$ cat config.mk
export PLATFORM = sky130hd
export DESIGN_NAME = acf_ctrl
export DESIGN_NICKNAME = d
export VERILOG_FILES = /design/src/acf_pkg.sv /design/src/acf_ctrl.sv
export SDC_FILE = /design/constraint.sdc
export NUM_CORES = 1
export LEC_CHECK = 0
export BUFFER_PORTS_ARGS = -buffer_cell sky130_fd_sc_hd__buf_2
export CAP_MARGIN = 10
export CORE_UTILIZATION = 40
export CTS_CLUSTER_SIZE = 12
export DETAILED_ROUTE_END_ITERATION = 8
export PLACE_DENSITY = 0.66
export SYNTH_ARGS = -nofsm -noshare
export SYNTH_HDL_FRONTEND = slang
export SYNTH_SLANG_ARGS = --single-unit
$ cat constraint.sdc
create_clock -name clock_i -period 2.2 [get_ports clock_i]
set_clock_uncertainty 0.1 [all_clocks]
set_input_delay 0 -clock clock_i [delete_from_list [all_inputs] [get_ports clock_i]]
set_output_delay 0 -clock clock_i [all_outputs]
set_load 0.05 [all_outputs]
$ cat src/acf_pkg.sv
/*
  Package for the converter control and result formatter block.
  Assumes an APB slave with 32-bit data and word-aligned registers.
*/
`default_nettype none

package acf_pkg;

  // register byte offsets
  localparam logic [7:0] CTRL_OFS   = 8'h00;
  localparam logic [7:0] RESULT_OFS = 8'h04;
  localparam logic [7:0] RAW_OFS    = 8'h08;
  localparam logic [7:0] STATUS_OFS = 8'h0C;
  localparam logic [7:0] MASK_OFS   = 8'h10;

  // control field positions
  localparam int ON_BIT      = 15;
  localparam int IDLE_BIT    = 13;
  localparam int FORM_LSB    = 8;
  localparam int TRIG_LSB    = 4;
  localparam int RES_BIT     = 3;
  localparam int AUTO_BIT    = 2;
  localparam int SAMPLE_CONTROL_BIT    = 1;
  localparam int DONE_BIT    = 0;

  // writable control bits; everything else reads zero
  localparam logic [31:0] CTRL_WMASK = 32'h0000_A7FF;
  localparam logic [31:0] CTRL_RESET = 32'h0000_0000;

  // status bits
  localparam int ST_DONE = 0;
  localparam int ST_OVR  = 1;
  localparam logic [1:0] ST_RESET = 2'h0;

  // conversion length in clocks
  localparam logic [4:0] CONV_CYCLES = 5'h0E;
  localparam logic [4:0] SAMPLE_CONTROL_CYCLES = 5'h04;

  // output format codes
  typedef enum logic [2:0] {
    FMT_UINT16  = 3'h0,
    FMT_SINT16  = 3'h1,
    FMT_UFRAC16 = 3'h2,
    FMT_SFRAC16 = 3'h3,
    FMT_UINT32  = 3'h4,
    FMT_SINT32  = 3'h5,
    FMT_UFRAC32 = 3'h6,
    FMT_SFRAC32 = 3'h7
  } acf_fmt_t;

  typedef enum logic [2:0] {
    ST_IDLE = 3'b001,
    ST_SAMPLE_CONTROL = 3'b010,
    ST_CONV = 3'b100
  } acf_phase_t;

  typedef struct packed {
    logic        psel;
    logic        penable;
    logic        pwrite;
    logic [7:0]  paddr;
    logic [31:0] pwdata;
  } acf_apb_req_t;

  typedef struct packed {
    logic        pready;
    logic        pslverr;
    logic [31:0] prdata;
  } acf_apb_rsp_t;

endpackage

`default_nettype wire

$ cat src/acf_ctrl.sv
/*
  Converter control register, sample/convert sequencer and result formatter.
  Assumes an APB master on clock_i, an analog core that delivers a raw
  12-bit code on sample_code_i, and device idle and trigger levels from pins.
*/
// The APB register port and the placing of the registers are this design's own decisions.
`timescale 1ns/1ps
`default_nettype none

// What this block does
// - converter runs only while the module enable bit 15 is set
// - idle stop bit 13 set halts the converter while device idles
// - resolution bit picks 12-bit results when 1, 10-bit when 0
// - format field bits 10..8 selects packing of the result word
// - code 111: signed fraction, sign at bit 31, low bits zero
// - code 110: unsigned fraction left-justified to bit 31
// - code 101: signed integer, sign extended through bit 31
// - code 100: unsigned integer right-justified, upper bits zero
// - code 011: signed fraction, sign at bit 15, upper half zero
// - code 010: unsigned fraction left-justified to bit 15
// - code 000: unsigned integer right-justified, upper bits zero
// - sample bit held clear and unwritable while module is off
// - in auto mode the done flag clears when next sample begins
// - unimplemented control bits read zero; all fields reset to zero
module acf_ctrl
  import acf_pkg::*;
#(
  parameter int RAW_W = 12
) (
  input  wire logic             clock_i,
  input  wire logic             nrst_i,
  input  wire acf_apb_req_t     apb_i,
  output var  acf_apb_rsp_t     apb_o,
  input  wire logic             dev_idle_i,
  input  wire logic             ext_trigger_i,
  input  wire logic [RAW_W-1:0] sample_code_i,
  output logic                  converting_o,
  output logic                  irq_o
);

  typedef struct packed {
    logic [1:0]       idle_sync;
    logic [1:0]       trig_sync;
    logic             trig_prev;
    logic [31:0]      ctrl;
    logic [31:0]      result;
    logic [RAW_W-1:0] raw;
    logic [1:0]       status;
    logic [1:0]       mask;
    acf_phase_t       phase;
    logic [4:0]       count;
    acf_apb_rsp_t     rsp;
    logic             converting;
    logic             irq;
  } acf_state_t;

  acf_state_t st;
  acf_state_t next_st;

  // pack a raw code per format and resolution
  function automatic logic [31:0] pack_result(input logic [RAW_W-1:0] raw,
                                              input logic [2:0] form,
                                              input logic resolution_select);
    logic [11:0] d;
    logic [31:0] u;
    logic [31:0] s;
    logic [31:0] o;
    d = resolution_select ? raw[11:0] : {2'h0, raw[11:2]};
    u = {20'h0, d};
    s = resolution_select ? {{20{d[11]}}, d} : {{22{d[9]}}, d[9:0]};
    o = 32'h0;
    unique case (acf_fmt_t'(form))
      FMT_UINT16:  o = u;
      FMT_SINT16:  o = {16'h0, s[15:0]};
      FMT_UFRAC16: o = resolution_select ? {16'h0, d, 4'h0} : {16'h0, d[9:0], 6'h0};
      FMT_SFRAC16: o = resolution_select ? {16'h0, d, 4'h0} : {16'h0, d[9:0], 6'h0};
      FMT_UINT32:  o = u;
      FMT_SINT32:  o = s;
      FMT_UFRAC32: o = resolution_select ? {d, 20'h0} : {d[9:0], 22'h0};
      FMT_SFRAC32: o = resolution_select ? {d, 20'h0} : {d[9:0], 22'h0};
    endcase
    return o;
  endfunction

  logic        acc;
  logic        wr;
  logic        rd;
  logic        on;
  logic        run;
  logic        trig_edge;
  logic [31:0] wval;
  logic [31:0] rval;

  always_comb begin
    next_st = st;
    acc = apb_i.psel && apb_i.penable;
    wr = acc && apb_i.pwrite;
    rd = acc && !apb_i.pwrite;
    on = st.ctrl[ON_BIT];
    // halted when off or idling with stop set
    run = on && !(st.ctrl[IDLE_BIT] && st.idle_sync[1]);
    next_st.idle_sync = {st.idle_sync[0], dev_idle_i};
    next_st.trig_sync = {st.trig_sync[0], ext_trigger_i};
    next_st.trig_prev = st.trig_sync[1];
    trig_edge = st.trig_sync[1] && !st.trig_prev;
    wval = apb_i.pwdata & CTRL_WMASK;

    rval = 32'h0;
    unique case (apb_i.paddr)
      CTRL_OFS:   rval = st.ctrl;
      RESULT_OFS: rval = st.result;
      RAW_OFS:    rval = {{(32-RAW_W){1'b0}}, st.raw};
      STATUS_OFS: rval = {30'h0, st.status};
      MASK_OFS:   rval = {30'h0, st.mask};
      default:    rval = 32'h0;
    endcase
    next_st.rsp.pready = acc && !st.rsp.pready;
    next_st.rsp.prdata = (rd && !st.rsp.pready) ? rval : 32'h0;
    next_st.rsp.pslverr = 1'b0;
    if (acc && !st.rsp.pready) begin
      unique case (apb_i.paddr)
        CTRL_OFS, RESULT_OFS, RAW_OFS, STATUS_OFS, MASK_OFS: ;
        default: next_st.rsp.pslverr = 1'b1;
      endcase
    end

    if (wr && !st.rsp.pready && apb_i.paddr == CTRL_OFS) begin
      next_st.ctrl = wval;
    end
    if (wr && !st.rsp.pready && apb_i.paddr == MASK_OFS) begin
      next_st.mask = apb_i.pwdata[1:0];
    end
    // status clears on read
    if (rd && !st.rsp.pready && apb_i.paddr == STATUS_OFS) begin
      next_st.status = ST_RESET;
    end

    unique case (st.phase)
      ST_IDLE: begin
        if (run && (next_st.ctrl[SAMPLE_CONTROL_BIT] || next_st.ctrl[AUTO_BIT])) begin
          next_st.phase = ST_SAMPLE_CONTROL;
          next_st.count = SAMPLE_CONTROL_CYCLES;
          next_st.ctrl[SAMPLE_CONTROL_BIT] = 1'b1;
          // done cleared at start of sample in auto mode only
          if (next_st.ctrl[AUTO_BIT]) begin
            next_st.ctrl[DONE_BIT] = 1'b0;
          end
        end
      end
      ST_SAMPLE_CONTROL: begin
        if (!run) begin
          next_st.phase = ST_IDLE;
        end else if (st.count != 5'h0) begin
          next_st.count = st.count - 5'h1;
        end else if (!next_st.ctrl[SAMPLE_CONTROL_BIT] || next_st.ctrl[AUTO_BIT]
                     || (next_st.ctrl[TRIG_LSB +: 4] != 4'h0 && trig_edge)) begin
          next_st.phase = ST_CONV;
          next_st.count = CONV_CYCLES;
          next_st.ctrl[SAMPLE_CONTROL_BIT] = 1'b0;
        end
      end
      ST_CONV: begin
        if (!run) begin
          next_st.phase = ST_IDLE;
        end else if (st.count != 5'h0) begin
          next_st.count = st.count - 5'h1;
        end else begin
          next_st.phase = ST_IDLE;
          next_st.raw = sample_code_i;
          next_st.result = pack_result(sample_code_i, st.ctrl[FORM_LSB +: 3],
                                       st.ctrl[RES_BIT]);
          next_st.ctrl[DONE_BIT] = 1'b1;
          next_st.status[ST_OVR] = st.status[ST_OVR] | st.ctrl[DONE_BIT];
          next_st.status[ST_DONE] = 1'b1;
        end
      end
      default: next_st.phase = ST_IDLE;
    endcase

    // sample bit forced clear when off
    if (!next_st.ctrl[ON_BIT]) begin
      next_st.ctrl[SAMPLE_CONTROL_BIT] = 1'b0;
    end
    next_st.converting = (next_st.phase == ST_CONV);
    next_st.irq = |(next_st.status & next_st.mask);
  end

  always_ff @(posedge clock_i) begin
    if (!nrst_i) begin
      st <= '0;
      st.ctrl <= CTRL_RESET;
      st.phase <= ST_IDLE;
    end else begin
      st <= next_st;
    end
  end

  assign apb_o = st.rsp;
  assign converting_o = st.converting;
  assign irq_o = st.irq;

endmodule

`default_nettype wire

==> results.py <==
metrics = {
    "layout": {
        "layout_common_cells": "102 x dfxtp_1, 94 x nand2_1, 75 x buf_2",
        "synthToLayoutAreaGrowth_pct": 20.59,
        "drive_above_1_share_pct": 22.51,
        "nets": 672,
        "n_antenna_cell": 0,
        "fillers": 1090,
        "postLayoutCellArea_um2": 5700,
        "layout_commonest_cell": "dfxtp_1",
    },
    "routing": {
        "drcViolationCount": 0,
        "wl_um": 11300,
        "wire_per_inst_um": 14.94,
        "dr.pass1.iters": 5,
        "postRouteAntennaNets": 0,
        "post_drt_via_cell_ratio": 5.213,
        "vias": 3941,
        "drtIter0Drc": 297,
    },
    "critical_path": {
        "start_kind": "register",
        "crit_fanout": 6,
        "critical-path-slowest-cell": "or4b_4",
        "path_class": "register to register",
        "crit_family": "compound AO/OA/AOI/OAI gates",
        "path_cells": "inv_2 -> ha_4 -> or4b_4 -> a21o_1 -> a32oi_2 -> o21ba_4 -> buf_4 -> mux2i_1 -> nor2b_1",
        "crit_buf_inv": 2,
        "endpoint_kind": "register",
        "critical_path_required_ps": 2330,
        "max_stage_delay_ps": 480,
        "cp.arrival_ps": 2280,
    },
    "timing": {
        "tns_ps": 0,
        "hold_viol_final": 0,
        "period_needed_ps": 2147,
        "setup_ws_ps": 53.29,
        "finalCritPeriodShare_pct": 97.58,
        "drv_slew": 0,
        "worstMarginPinSlew_ps": 612.7,
        "maxClockFrequency_mhz": 465.8,
        "final-setup-viol-count": 0,
        "slew_headroom_pct": 59.15,
    },
    "placed_design": {
        "placed_area_um2": 5046,
        "hpwl_um": 7696,
        "gp_congestion": 0.8207,
        "dp_slack_ps": -102.3,
        "port_buffers": 75,
    },
    "logic_synthesis": {
        "synth_fa_ha_area_share_pct": 0.5294,
        "synthXorXnorAreaFrac_pct": 0.5558,
        "synth_mux_area_share_pct": 4.500,
        "synth-edff-count": 0,
        "ys.flop_type": "dfxtp_1",
        "synth-compound-area-share_pct": 17.20,
        "synth_nets": 602,
        "yosys_register_bits": 104,
        "syn-instance-count": 541,
        "syn_avg_cell_area_um2": 8.738,
        "synth.distinct_cells": 52,
        "synth_top_family_by_area": "simple AND/OR/NAND/NOR gates",
        "ys_warn_count": 0,
        "synth-simple-area-share_pct": 23.45,
        "syn_area_um2": 4727,
        "async_flop_share_pct": 0,
        "ys_seq_area_share_pct": 44.04,
    },
    "clock_tree": {
        "cts_sinks": 104,
        "cts_made_buffers": 9,
        "cts_buffer_depth": 2,
        "clkLatencyLatePin_ps": 340,
        "clkSlewWorstSetupHoldPaths_ps": 70,
        "cts_tree": "done",
        "root_buffer": "clkbuf_16",
        "htreeDepth": 3,
    },
    "global_route": {
        "antenna_found_initial": 0,
        "grt_pass1_wl_um": 18590,
        "grtUsageTotal_pct": 18.77,
        "first_global_vias": 3794,
        "grt-ovfl-total": 0,
        "grt_max_degree": 71,
    },
    "power_and_ir_drop": {
        "ir_drop_mv": 0.3115,
        "p_leak_nw": 2.418,
        "p_per_area_nw_per_um2": 636.0,
    },
    "floorplanning": {
        "core-area_um2": 11470,
        "ios": 95,
        "initial_core_util_pct": 41.22,
        "die_h_um": 110.7,
        "fp.dieArea_um2": 12260,
        "dieWidth_um": 110.7,
        "rows": 39,
    },
    "flow_run": {
        "maxCapViolations": 0,
    },
    "status": {
        "status": "finished clean",
    },
    "min_path": {
        "min_path_type": "input port to register",
    },
}
==> final cells by class <==
class / count / area [µm²] / area share, %
Multi-Input combinational cell: 357 / 2226 / 39.05
Timing Repair Buffer: 132 / 900.9 / 15.80
Sequential cell: 104 / 2085 / 36.57
Tap cell: 143 / 178.9 / 3.139
Clock inverter: 3 / 45.04 / 0.7902
Clock buffer: 10 / 239.0 / 4.192
Inverter: 7 / 26.28 / 0.4609
==> what timing repair did <==
| action | 4_1_cts | 5_1_grt |
|---|---|---|
| setup endpoints to repair | 3 | 1 |
| gates resized for setup | 7 | 4 |
| hold endpoints to repair | 36 | 0 |
| setup buffers | 2 | 3 |
| pin swaps | 2 | 4 |
| hold buffers | 29 | 0 |
==> synth_stat cells, drive strengths merged, types with 2 or more instances <==
cell type  instances  area, µm²
mux2               2      22.52
a222oi             9      90.09
a21boi            38      285.3
nor2              28      105.1
a21o               2      15.01
inv                7      26.28
o21ai             17      85.08
and2               7      43.79
ha                 2      25.02
a31o               2      17.52
and3              18      112.6
o211ai             3      22.52
a21oi             15      75.07
nor4b              2      17.52
nor4               4      55.05
nand4              2      12.51
nand2             94      352.8
buf               47      335.3
mux2i             19      190.2
o2111ai            3      26.28
nor3               7      35.03
or2                2      12.51
a221oi             2      17.52
nand2b             2      12.51
o221a              2      22.52
nor3b              6      50.05
a22oi              6      45.04
o211a              6      60.06
clkbuf            26      97.59
nor2b             19      121.4
nand3             24      120.1
dfxtp            104       2082
xor2               2      17.52
==> metrics by stage <==
stage	power, W	cells	hold WS, ps	util [%]
after global routing	0.003748	756	73.11	49.71
after CTS	0.003659	753	43.66	49.26
after detailed placement	0.002068	709	108.1	44.00
final	0.003625	756	59.13	49.71
after floorplan	0.001995	541	27.29	-
after global placement	0.002066	709	110.7	44.00
==> worst min-delay path, cell delays in order <==
cell     delay (ps)
buf_2           130
nand4_1          90
a21o_1          120
nand2_1          70
inv_1            60
==> layer usage <==
metal,wire length [µm],global-route usage (%)
met2,5143,29.11
met1,5357,24.68
met3,506,4.101
met4,290,9.244
met5,0,0
==> where the power goes <==
group          leakage (nW)  switching [W]  internal (W)
Clock                 0.133       0.000665      0.000894
Sequential            0.839     0.00000150       0.00189
Combinational          1.45      0.0000901     0.0000883
Total                  2.42       0.000756       0.00287
==> kinds of logic after synthesis <==
logic type / after synthesis
compound gates: 109
xor+xnor: 3
fa+ha+maj: 2
buf+inv: 80
flops: 104
mux: 21
simple gates: 222
==> flip-flops by register name, summed over array words and instances (netlist names) <==
name	flops
st	67
apb_o	31
next_st	3
converting_o	1
irq_o	1
on	1
==> path summary, 6_finish.rpt <==
| kind | from | to | slack [ps] | depth (start not counted) |
|---|---|---|---|---|
| max | st[36] | st[36] | 50 | 9 |
| min | apb_i[35] | st[46] | 60 | 5 |
| max reg2reg | st[36] | st[36] | 50 | 9 |
| min reg2reg | next_st[126] | next_st[124] | 330 | 1 |
Power figures use the tool's default switching activity.
